<file path="config.mk">
export PLATFORM = sky130hd
export DESIGN_NAME = dpsr_top
export DESIGN_NICKNAME = d
export VERILOG_FILES = /design/src/core/dpsr_pkg.sv /design/src/core/dpsr_top.sv
export VERILOG_INCLUDE_DIRS = /design/src /design/src/core
export SDC_FILE = /design/constraint.sdc
export NUM_CORES = 2
export LEC_CHECK = 0
export ABC_AREA = 1
export BUFFER_PORTS_ARGS = -buffer_cell sky130_fd_sc_hd__buf_2
export CORE_ASPECT_RATIO = 1.4
export CORE_MARGIN = 3
export CORE_UTILIZATION = 40
export DETAILED_ROUTE_END_ITERATION = 16
export HOLD_SLACK_MARGIN = 0.06
export PLACE_DENSITY_LB_ADDON = 0.08
export SLEW_MARGIN = 25
export SYNTH_ARGS = -nofsm -noshare
export SYNTH_HDL_FRONTEND = slang
export SYNTH_HIERARCHICAL = 1
export SYNTH_SLANG_ARGS = --single-unit
</file>
<file path="constraint.sdc">
create_clock -name clk_sys_i -period 4.25 [get_ports clk_sys_i]
set_input_delay 0.2125 -clock clk_sys_i [delete_from_list [all_inputs] [get_ports clk_sys_i]]
set_output_delay 0.2125 -clock clk_sys_i [all_outputs]
set_load 0.1 [all_outputs]
</file>
<file path="src/core/dpsr_consts.svh">
// constants of the burst-of-two dual-port sram interface
`ifndef DPSR_CONSTS_SVH
`define DPSR_CONSTS_SVH
`define DPSR_ADDR_W 18
`define DPSR_DATA_W 18
`define DPSR_LO_MSB 8
`define DPSR_HI_LSB 9
`define DPSR_BURST_LEN 2
`define DPSR_FIFO_DEPTH 16
`define DPSR_MEM_AW 4
`define DPSR_DUE_W 3
`define DPSR_CLK_K 3
`define DPSR_CLK_KN 2
`define DPSR_CLK_C 1
`define DPSR_CLK_CN 0
`endif

</file>
<file path="src/core/dpsr_pkg.sv">
// types shared by the sram interface design
package dpsr_pkg;
`include "dpsr_consts.svh"
  typedef logic [`DPSR_DATA_W-1:0] dpsr_word_t;
  typedef struct packed {
    logic [3:0] clks;
    logic rd_sel_n;
    logic wr_sel_n;
    logic low_byte_write_n;
    logic high_byte_write_n;
    logic [`DPSR_ADDR_W-1:0] addr;
    dpsr_word_t d;
  } dpsr_link_t;
  typedef struct packed {
    logic first;
    dpsr_word_t data;
  } dpsr_rdw_t;
  typedef enum logic [1:0] {
    rd_idle = 2'b01,
    rd_second = 2'b10
  } dpsr_rd_st_t;
  typedef enum logic [1:0] {
    write_state_idle = 2'b01,
    write_state_go = 2'b10
  } dpsr_wr_st_t;
endpackage

</file>
<file path="src/core/dpsr_top.sv">
// read fifo and device-side burst-of-two dual-port sram logic
// How it works
// - each address gets one low bit and moves two words, offset 0 then 1.
// - a low read or write select starts that cycle, both high an idle_cycle.
// - read and write machines are independent and may run in the same cycle.
// - both machines start only on a rising edge of K; writes finish at K# rise, reads fetch word two once a fifo slot is free.
// - with C and C# both held high, read data launches on K and K# rises.
// - port selects are sampled only at K rise, never at K#.
// - byte strobes, sampled at each K and K# rise, gate bits 0-8 and 9-17.
// - with all clocks stopped nothing starts or launches; only a started read still fetches word two into the fifo.
// - read data outputs stay high impedance until a read drives them.
// - the read data bus is driven only by reads, never by writes.
`timescale 1ns/1ps
`include "dpsr_consts.svh"

// ****************************************
// fifo
// ****************************************
module dpsr_fifo #(
  parameter int W = `DPSR_DATA_W + 1,
  parameter int DEPTH = `DPSR_FIFO_DEPTH
) (
  input logic clk_sys_i,
  input logic resetn_i,
  input logic in_valid_i,
  output logic in_ready_o,
  input logic [W-1:0] in_data_i,
  output logic out_valid_o,
  input logic out_ready_i,
  output logic [W-1:0] out_data_o
);
  import dpsr_pkg::*;
  localparam int AW = $clog2(DEPTH);

  typedef struct packed {
    logic [DEPTH-1:0][W-1:0] mem;
    logic [AW-1:0] rp;
    logic [AW-1:0] wp;
    logic [AW:0] cnt;
  } dpsr_fifo_st_t;

  dpsr_fifo_st_t r;
  dpsr_fifo_st_t next_r;
  logic push;
  logic pop;

  // wraps explicitly so depth need not be a power of two
  function automatic logic [AW-1:0] dpsr_ptr_inc(input logic [AW-1:0] p);
    dpsr_ptr_inc = (p == AW'(DEPTH - 1)) ? '0 : p + 1'b1;
  endfunction

  assign in_ready_o = (r.cnt != (AW + 1)'(DEPTH));
  assign out_valid_o = (r.cnt != '0);
  assign out_data_o = r.mem[r.rp];
  assign push = in_valid_i & in_ready_o;
  assign pop = out_valid_o & out_ready_i;

  always_comb begin
    next_r = r;
    if (push) begin
      next_r.mem[r.wp] = in_data_i;
      next_r.wp = dpsr_ptr_inc(r.wp);
    end
    if (pop) begin
      next_r.rp = dpsr_ptr_inc(r.rp);
    end
    next_r.cnt = r.cnt + {{AW{1'b0}}, push} - {{AW{1'b0}}, pop};
  end

  always_ff @(posedge clk_sys_i) begin
    if (!resetn_i) begin
      r <= '0;
    end else begin
      r <= next_r;
    end
  end
endmodule

// ****************************************
// device top
// ****************************************
module dpsr_top #(
  parameter int MEM_AW = `DPSR_MEM_AW,
  parameter int FIFO_DEPTH = `DPSR_FIFO_DEPTH
) (
  input logic clk_sys_i,
  input logic resetn_i,
  input dpsr_pkg::dpsr_link_t link_i,
  output dpsr_pkg::dpsr_word_t q_o,
  output logic q_oe_n_o
);
  import dpsr_pkg::*;
  localparam int MA = MEM_AW + 1;
  localparam int FW = `DPSR_DATA_W + 1;

  typedef struct packed {
    dpsr_link_t s1;
    dpsr_link_t s2;
    dpsr_link_t s3;
    logic [3:0] clk_f;
    logic [1:0] fill;
    dpsr_rd_st_t rd_st;
    dpsr_wr_st_t wr_st;
    logic [MEM_AW-1:0] wr_addr;
    logic [MEM_AW-1:0] rd_addr;
    logic push_pend;
    dpsr_rdw_t push_word;
    logic load_prev;
    logic [`DPSR_DUE_W-1:0] due;
    logic second_due;
    dpsr_word_t q;
    logic q_oe_n;
    logic [2**MA-1:0][`DPSR_DATA_W-1:0] mem;
  } dpsr_st_t;

  dpsr_st_t r;
  dpsr_st_t next_r;
  logic [3:0] rise;
  logic k_rise;
  logic kn_rise;
  logic l_rise;
  logic l_nrise;
  logic c_held;
  logic accepted;
  logic inc;
  logic pop0;
  logic pop1;
  logic slot_free;
  logic fifo_in_ready;
  logic fifo_out_valid;
  logic [FW-1:0] fifo_out_data;
  dpsr_rdw_t head;

  // byte-lane merge, used for both halves of a write burst
  function automatic dpsr_word_t dpsr_merge(
    input dpsr_word_t old,
    input dpsr_word_t d,
    input logic lo_n,
    input logic hi_n
  );
    dpsr_word_t w;
    w = old;
    if (!lo_n) begin
      w[`DPSR_LO_MSB:0] = d[`DPSR_LO_MSB:0];
    end
    if (!hi_n) begin
      w[`DPSR_DATA_W-1:`DPSR_HI_LSB] =
        d[`DPSR_DATA_W-1:`DPSR_HI_LSB];
    end
    dpsr_merge = w;
  endfunction

  function automatic logic [MA-1:0] dpsr_idx(
    input logic [MEM_AW-1:0] a,
    input logic lsb
  );
    dpsr_idx = {a, lsb};
  endfunction

  assign head = dpsr_rdw_t'(fifo_out_data);

  dpsr_fifo #(
    .W(FW),
    .DEPTH(FIFO_DEPTH)
  ) u_rd_fifo (
    .clk_sys_i(clk_sys_i),
    .resetn_i(resetn_i),
    .in_valid_i(r.push_pend),
    .in_ready_o(fifo_in_ready),
    .in_data_i(r.push_word),
    .out_valid_o(fifo_out_valid),
    .out_ready_i(pop0 | pop1),
    .out_data_o(fifo_out_data)
  );

  always_comb begin
    next_r = r;
    // ****************************************
    // pin sampling
    // ****************************************
    next_r.s1 = link_i;
    next_r.s2 = r.s1;
    next_r.s3 = r.s2;
    // a clock level counts only once two stages agree
    for (int i = 0; i < 4; i++) begin
      if (r.s2.clks[i] == r.s3.clks[i]) begin
        next_r.clk_f[i] = r.s3.clks[i];
      end
    end
    // sync stages still filling after reset: take the level without an
    // edge, so a clock parked high does not fake a rise
    if (r.fill != 2'h3) begin
      next_r.fill = r.fill + 2'h1;
      next_r.clk_f = r.s2.clks;
    end
    // no edges while clocks stand, so nothing starts or launches; only a read's second fetch goes on
    rise = (r.fill == 2'h3) ? (next_r.clk_f & ~r.clk_f) : 4'h0;
    k_rise = rise[`DPSR_CLK_K];
    kn_rise = rise[`DPSR_CLK_KN];
    c_held = next_r.clk_f[`DPSR_CLK_C] & next_r.clk_f[`DPSR_CLK_CN];
    l_rise = c_held ? k_rise : rise[`DPSR_CLK_C];
    l_nrise = c_held ? kn_rise : rise[`DPSR_CLK_CN];

    // ****************************************
    // write machine
    // ****************************************
    unique case (r.wr_st)
      write_state_idle: begin
        if (k_rise && !r.s3.wr_sel_n) begin
          next_r.mem[dpsr_idx(r.s3.addr[MEM_AW-1:0], 1'b0)] =
            dpsr_merge(r.mem[dpsr_idx(r.s3.addr[MEM_AW-1:0], 1'b0)],
                       r.s3.d, r.s3.low_byte_write_n,
                       r.s3.high_byte_write_n);
          next_r.wr_addr = r.s3.addr[MEM_AW-1:0];
          next_r.wr_st = write_state_go;
        end
      end
      write_state_go: begin
        // strobes sampled afresh for the second half
        if (kn_rise) begin
          next_r.mem[dpsr_idx(r.wr_addr, 1'b1)] =
            dpsr_merge(r.mem[dpsr_idx(r.wr_addr, 1'b1)], r.s3.d,
                       r.s3.low_byte_write_n,
                       r.s3.high_byte_write_n);
          next_r.wr_st = write_state_idle;
        end
      end
      default: begin
        next_r.wr_st = write_state_idle;
      end
    endcase

    // ****************************************
    // read machine, runs beside the write one
    // ****************************************
    if (r.push_pend && fifo_in_ready) begin
      next_r.push_pend = 1'b0;
    end
    slot_free = !r.push_pend || fifo_in_ready;
    accepted = 1'b0;
    unique case (r.rd_st)
      rd_idle: begin
        // refused while the fifo stalls; keeps it from overflowing
        if (k_rise && !r.s3.rd_sel_n && slot_free) begin
          next_r.push_pend = 1'b1;
          next_r.push_word.first = 1'b1;
          next_r.push_word.data =
            r.mem[dpsr_idx(r.s3.addr[MEM_AW-1:0], 1'b0)];
          next_r.rd_addr = r.s3.addr[MEM_AW-1:0];
          next_r.rd_st = rd_second;
          accepted = 1'b1;
        end
      end
      rd_second: begin
        if (slot_free) begin
          next_r.push_pend = 1'b1;
          next_r.push_word.first = 1'b0;
          next_r.push_word.data = r.mem[dpsr_idx(r.rd_addr, 1'b1)];
          next_r.rd_st = rd_idle;
        end
      end
      default: begin
        next_r.rd_st = rd_idle;
      end
    endcase

    // ****************************************
    // output launch
    // ****************************************
    // a load becomes due one K period later
    inc = k_rise & r.load_prev;
    if (k_rise) begin
      next_r.load_prev = accepted;
    end
    pop0 = l_rise && ((r.due != '0) || inc) && fifo_out_valid
           && head.first;
    pop1 = l_nrise && r.second_due && fifo_out_valid
           && !head.first;
    next_r.due = r.due + {{(`DPSR_DUE_W - 1){1'b0}}, inc}
                 - {{(`DPSR_DUE_W - 1){1'b0}}, pop0};
    if (l_rise) begin
      next_r.second_due = pop0;
      next_r.q_oe_n = !pop0;
      if (pop0) begin
        next_r.q = head.data;
      end
    end else if (l_nrise) begin
      next_r.second_due = 1'b0;
      next_r.q_oe_n = !pop1;
      if (pop1) begin
        next_r.q = head.data;
      end
    end
  end

  always_ff @(posedge clk_sys_i) begin
    if (!resetn_i) begin
      r <= '0;
      r.rd_st <= rd_idle;
      r.wr_st <= write_state_idle;
      r.q_oe_n <= 1'b1;
    end else begin
      r <= next_r;
    end
  end

  assign q_o = r.q;
  assign q_oe_n_o = r.q_oe_n;
endmodule

</file>
# == Word level (Yosys, flattened, before mapping) ==
# Index checks and enable logic that the tools add are counted.
# op_classes
n_div,0
add_sub_neg,7
n_lt_le_gt_ge,8
bitwise_logic,7
n_shift,0
n_mul,0
mux,58
eq_ne,18
reduce_logical,34
# op_table
cell,count
$bwmux 576,2
$mux 576,2
$pmux 576 s2,1
$bwmux 304,1
$bmux 18 s4,3
$demux 18 s4,2
$mux 18,7
$mux 9,12
$mux 20,4
$bmux 19 s4,1
$demux 19 s4,1
$pmux 20 s2,1
$mux 19,2
$lt 5x6->1 const B,3
$logic_and 1x1->1,13
$mux 4,3
$mux 6,2
$ge 5x1->1 const B,2
$lt 4x5->1 const B,2
$ne 2x2->1 const B,5
$mux 1,9
$reduce_and 3->1,3
$add 4x1->4 const B,2
$eq 4x4->1 const B,2
other kinds (23),47
# word_totals
reg_bits,1045
inputBits,46
wordCells,218
latch_bits,0
out_inout_bits,19
rom_bits,0
memories,0
mem_bits_rw,0

# == Longest topological paths before layout ==
# logic_depth
ltp_word,13
depth_mapped,28
depth_no_buf,26

# == By module ==
# Netlist, hierarchy kept.
# modules_own_cells
module,n_inst,seq_area_each_um2,cells_each,area_per_inst_um2
dpsr_top,1,14574.0,6060,37998.9
dpsr_fifo,1,6346.1,2819,16743.6

# == Least setup slack after synthesis ==
# Ideal clock, no wire load.
# synth_path
kind,reg2reg
start,reg u_rd_fifo/r[9] in the netlist's numbering
end,reg u_rd_fifo/r[4] in the netlist's numbering
setup_time_ps,113
synth_period_minus_slack_ps,3258
n_path_buf,4
required_ps,4137
path_stages_with_launch,27
arrival_time_ps,3146
slack_ps,992
path_cell_list,dfxtp_1 -> buf_2 -> buf_4 -> buf_2 -> nand2_1 -> nand3_1 -> nand3_1 -> nand3_1 -> nand2_1 -> nand2_1 -> a21oi_1 -> nand2_1 -> clkbuf_1 -> nand2_1 -> nand2_1 -> inv_1 -> ha_1 -> inv_1 -> ha_1 -> inv_1 -> fa_1 -> inv_1 -> nand2_1 -> nand2_1 -> a21oi_1 -> nor2_1 -> nor2_1
# synth_between
elab_chain_len,7
word_cells_on_any_way,8
cone_classes,add/sub: 1; mux: 2; bitwise: 2; reduce/logical: 3
# synth_rtl
element,line_no,text
"start, declared",dpsr_top.sv:42,dpsr_fifo_st_t r;
"start signal, assigned",dpsr_top.sv:74,r <= next_r;
$bmux 19 s4 *,dpsr_top.sv:54,assign out_data_o = r.mem[r.rp];
$mux 19 (not written as such) *,dpsr_top.sv:54,
via fifo_out_data[18],dpsr_top.sv:131,logic [FW-1:0] fifo_out_data;
$logic_not 1->1,dpsr_top.sv:278,&& !head.first;
$logic_and 1x1->1,dpsr_top.sv:278,
$or 1x1->1 *,dpsr_top.sv:172,".out_ready_i(pop0 | pop1),"
$and 1x1->1 *,dpsr_top.sv:56,assign pop = out_valid_o & out_ready_i;
via u_rd_fifo.pop,dpsr_top.sv:45,logic pop;
$sub 5x1->5 *,dpsr_top.sv:67,"next_r.cnt = r.cnt + {{AW{1'b0}}, push} - {{AW{1'b0}}, pop};"
# The timed path passes the listed nets; every way through them passes the cells marked *. The select of a mux whose other input is x is not followed.
# A chain may end at the register's enable or synchronous reset.

==> impl_metrics.env <==
export IMPL_finalCriticalPeriod_ns=3.46
export IMPL_cts_sinks=1045
export IMPL_dp_final_hpwl_microns=113000
export IMPL_wl_per_cell_microns=18.7
export IMPL_relSlewSlack=0.285
export IMPL_gp_congestion=0.823
export IMPL_htreeDepth=3
export IMPL_grt_pass1_vias=48300
export IMPL_ys_seq_elements=1045
export IMPL_cp_end_kind="flop"
export IMPL_globalRouteTotalUtil=0.269
export IMPL_clk_path_buf_depth=3
export IMPL_crit_path_max_fanout=39
export IMPL_worst_skew_pair_late_latency_ns=0.75
export IMPL_cp_slowest_cell="fa_1"
export IMPL_fin_setup_tns_ns=0
export IMPL_synth_yosys_seq_area_share=0.382
export IMPL_cts_resized=0
export IMPL_ant_nets=0
export IMPL_rsz0062_at_grt="false"
export IMPL_final_util=0.439
export IMPL_io_buffers=50
export IMPL_place_ws_ns=0.820
export IMPL_p_leak_nw=32.5
export IMPL_path_clk_slew_ns=0.06
export IMPL_holdBufCountCts=31
export IMPL_gr_total_overflow=0
export IMPL_maxSlewViolCount=0
export IMPL_finalWirelength_microns=196000
export IMPL_hold_viol=0
export IMPL_core_rowCount=160
export IMPL_p_per_area_mw_per_mm2=343
export IMPL_drc=0
export IMPL_clockRootBuffer="clkbuf_16"
export IMPL_mostFrequentLayoutCells="2780 x nand2_1, 1583 x inv_1, 1038 x dfxtp_1"
export IMPL_post_dp_cell_area_sq_mm=0.0556
export IMPL_core_region_area_sq_mm=0.136
export IMPL_ys_flop_type="dfxtp_1"
export IMPL_drv_cap=0
export IMPL_ys_warn_count=6
export IMPL_fin_worst_skew_ns=0.0410
export IMPL_fillCellCount=14600
export IMPL_outcome="complete, no violations"
export IMPL_dieArea_sq_mm=0.141
export IMPL_syn_avg_cell_area_sq_um=6.17
export IMPL_grt_pass1_wl_microns=295000
export IMPL_areaGrowthSynthToFinish_pct=8.93
export IMPL_hold_class="in2reg"
export IMPL_die_h_microns=444
export IMPL_viasPerCell=4.99
export IMPL_worst_pin_slew_ns=1.07
export IMPL_synth_edf_count=0
export IMPL_layout_setup_ws_ns=0.794
export IMPL_fmax_mhz=289
export IMPL_cts_tree="done"
export IMPL_worstSetupPathType="reg2reg"
export IMPL_cts_buffers=113
export IMPL_cts_setup_buffers=0
export IMPL_io_pin_count=65
export IMPL_antenna_found_initial=3
export IMPL_fin_area_sq_mm=0.0596
export IMPL_setup_viol=0
export IMPL_period_share=0.813
export IMPL_final_common_cell="nand2_1"
export IMPL_netlist_cell_type_count=41
export IMPL_synth_cells=8879
export IMPL_synth_cell_area_sq_mm=0.0547
export IMPL_async_flop_share=0
export IMPL_grt_max_degree=201
export IMPL_path_buf_inv=5
export IMPL_critPathMaxStageDelay_ns=0.42
export IMPL_start_util=0.403
export IMPL_dr_pass1_iters=8
export IMPL_drt_iter0_drc=3991
export IMPL_crit_family="adder cells"
export IMPL_vias=52400
export IMPL_die_x_microns=319
export IMPL_r2r_slack_ns=0.79
export IMPL_crit_path_start_kind="flop"
export IMPL_synthesis_nets=8944
export IMPL_crit_chain="ha_1, inv_1, o21ai_0, o21ai_0, nand2_1, nand2_1, nand2_1, inv_1, nand2_1, buf_4, inv_1, ha_1, inv_1, ha_1, fa_1, or2_2, a21oi_1"
export IMPL_vdd_ir_drop_max_mv=0.329
export IMPL_worstPathRequired_ns=4.92
export IMPL_drive_above_1_share=0.0639
export IMPL_fin_nets=8683
export IMPL_arrival_ns=4.13
## cells in the mapped netlist, types with 9 or more instances
cell type  count  share of area
buf_4         31         0.0043
nand3b_1      21         0.0029
a21oi_2       79          0.013
inv_1       1585           0.11
a21oi_1      614          0.056
o21ai_0      394          0.036
buf_1         76         0.0052
a22oi_1       19         0.0026
dfxtp_1     1045           0.38
buf_2        143          0.013
o21ai_1        9        0.00082
nand4_1       23         0.0026
nor2_4         9         0.0019
clkinv_1      10        0.00069
nand3_1      769          0.070
o21a_1        36         0.0049
buf_6         57          0.012
o21ai_2       18         0.0029
nor2_1       765          0.052
nand3_2       21         0.0038
ha_1          17         0.0039
nor2_2        14         0.0016
inv_2         20         0.0014
nand2_1     2781           0.19
clkbuf_2      10        0.00091
clkbuf_1     278          0.019
## metal layers
metal	track usage	routed length (microns)	part of all wire	vias up
met5	0	0	0	-
met4	0.113	8570	0.044	0
met3	0.0274	10200	0.052	406
met2	0.495	98100	0.50	1503
met1	0.316	79200	0.40	24200
li1	-	-	-	26200
## layout make-up
type	instances	area [sq um]	share of cell area
Multi-Input combinational cell	5619	24800	0.416
Sequential cell	1045	20900	0.351
Inverter	1619	6100	0.102
Clock buffer	180	3470	0.0583
Tap cell	1782	2230	0.0374
Timing Repair Buffer	220	1790	0.0300
Clock inverter	22	283	0.00474
Antenna cell	1	2.50	0.0000420
## tightest hold or removal path: stages
cell and delay, ns:
dlygate4sd3_1 0.52, buf_2 0.10, nand2_1 0.04, inv_1 0.04
## flip-flops by register name, indices dropped and copies added, names as in the netlist
| signal | count |
|---|---|
| q_o | 18 |
| r | 649 |
| u_rd_fifo/r | 317 |
| next_r | 60 |
| q_oe_n_o | 1 |
## kinds of logic after synthesis
group | synth area share
buffers and inverters | 0.166
flip-flops | 0.382
AND/OR/NAND/NOR | 0.330
AO/OA/AOI/OAI | 0.117
XOR/XNOR | 0.000640
adder cells (fa/ha/maj) | 0.00462
## power breakdown
part           leakage [nW]  switching (mW)  internal, mW
Combinational          22.2           0.383        0.0911
Clock                  1.85            4.28          5.87
Sequential             8.43          0.0168          9.83
## worst paths after layout
kind,startpoint,to,cells past startpoint
setup / recovery,r[632],r[598],17
hold / removal,link_i[11],next_r[693],4
hold reg to reg,next_r[656],r[656],2
setup reg to reg,r[632],r[598],17
## per-stage QoR
step                      total power [mW]  hold slack [ns]  instances
after floorplan                       10.3            0.310       8879
after global placement                10.5            0.395      10300
after detailed placement              10.5            0.400      10300
after CTS                             20.7            0.120      10500
after global routing                  21.1            0.177      10500
final                                 20.5            0.184      10500
Power figures use the tool's default switching activity.
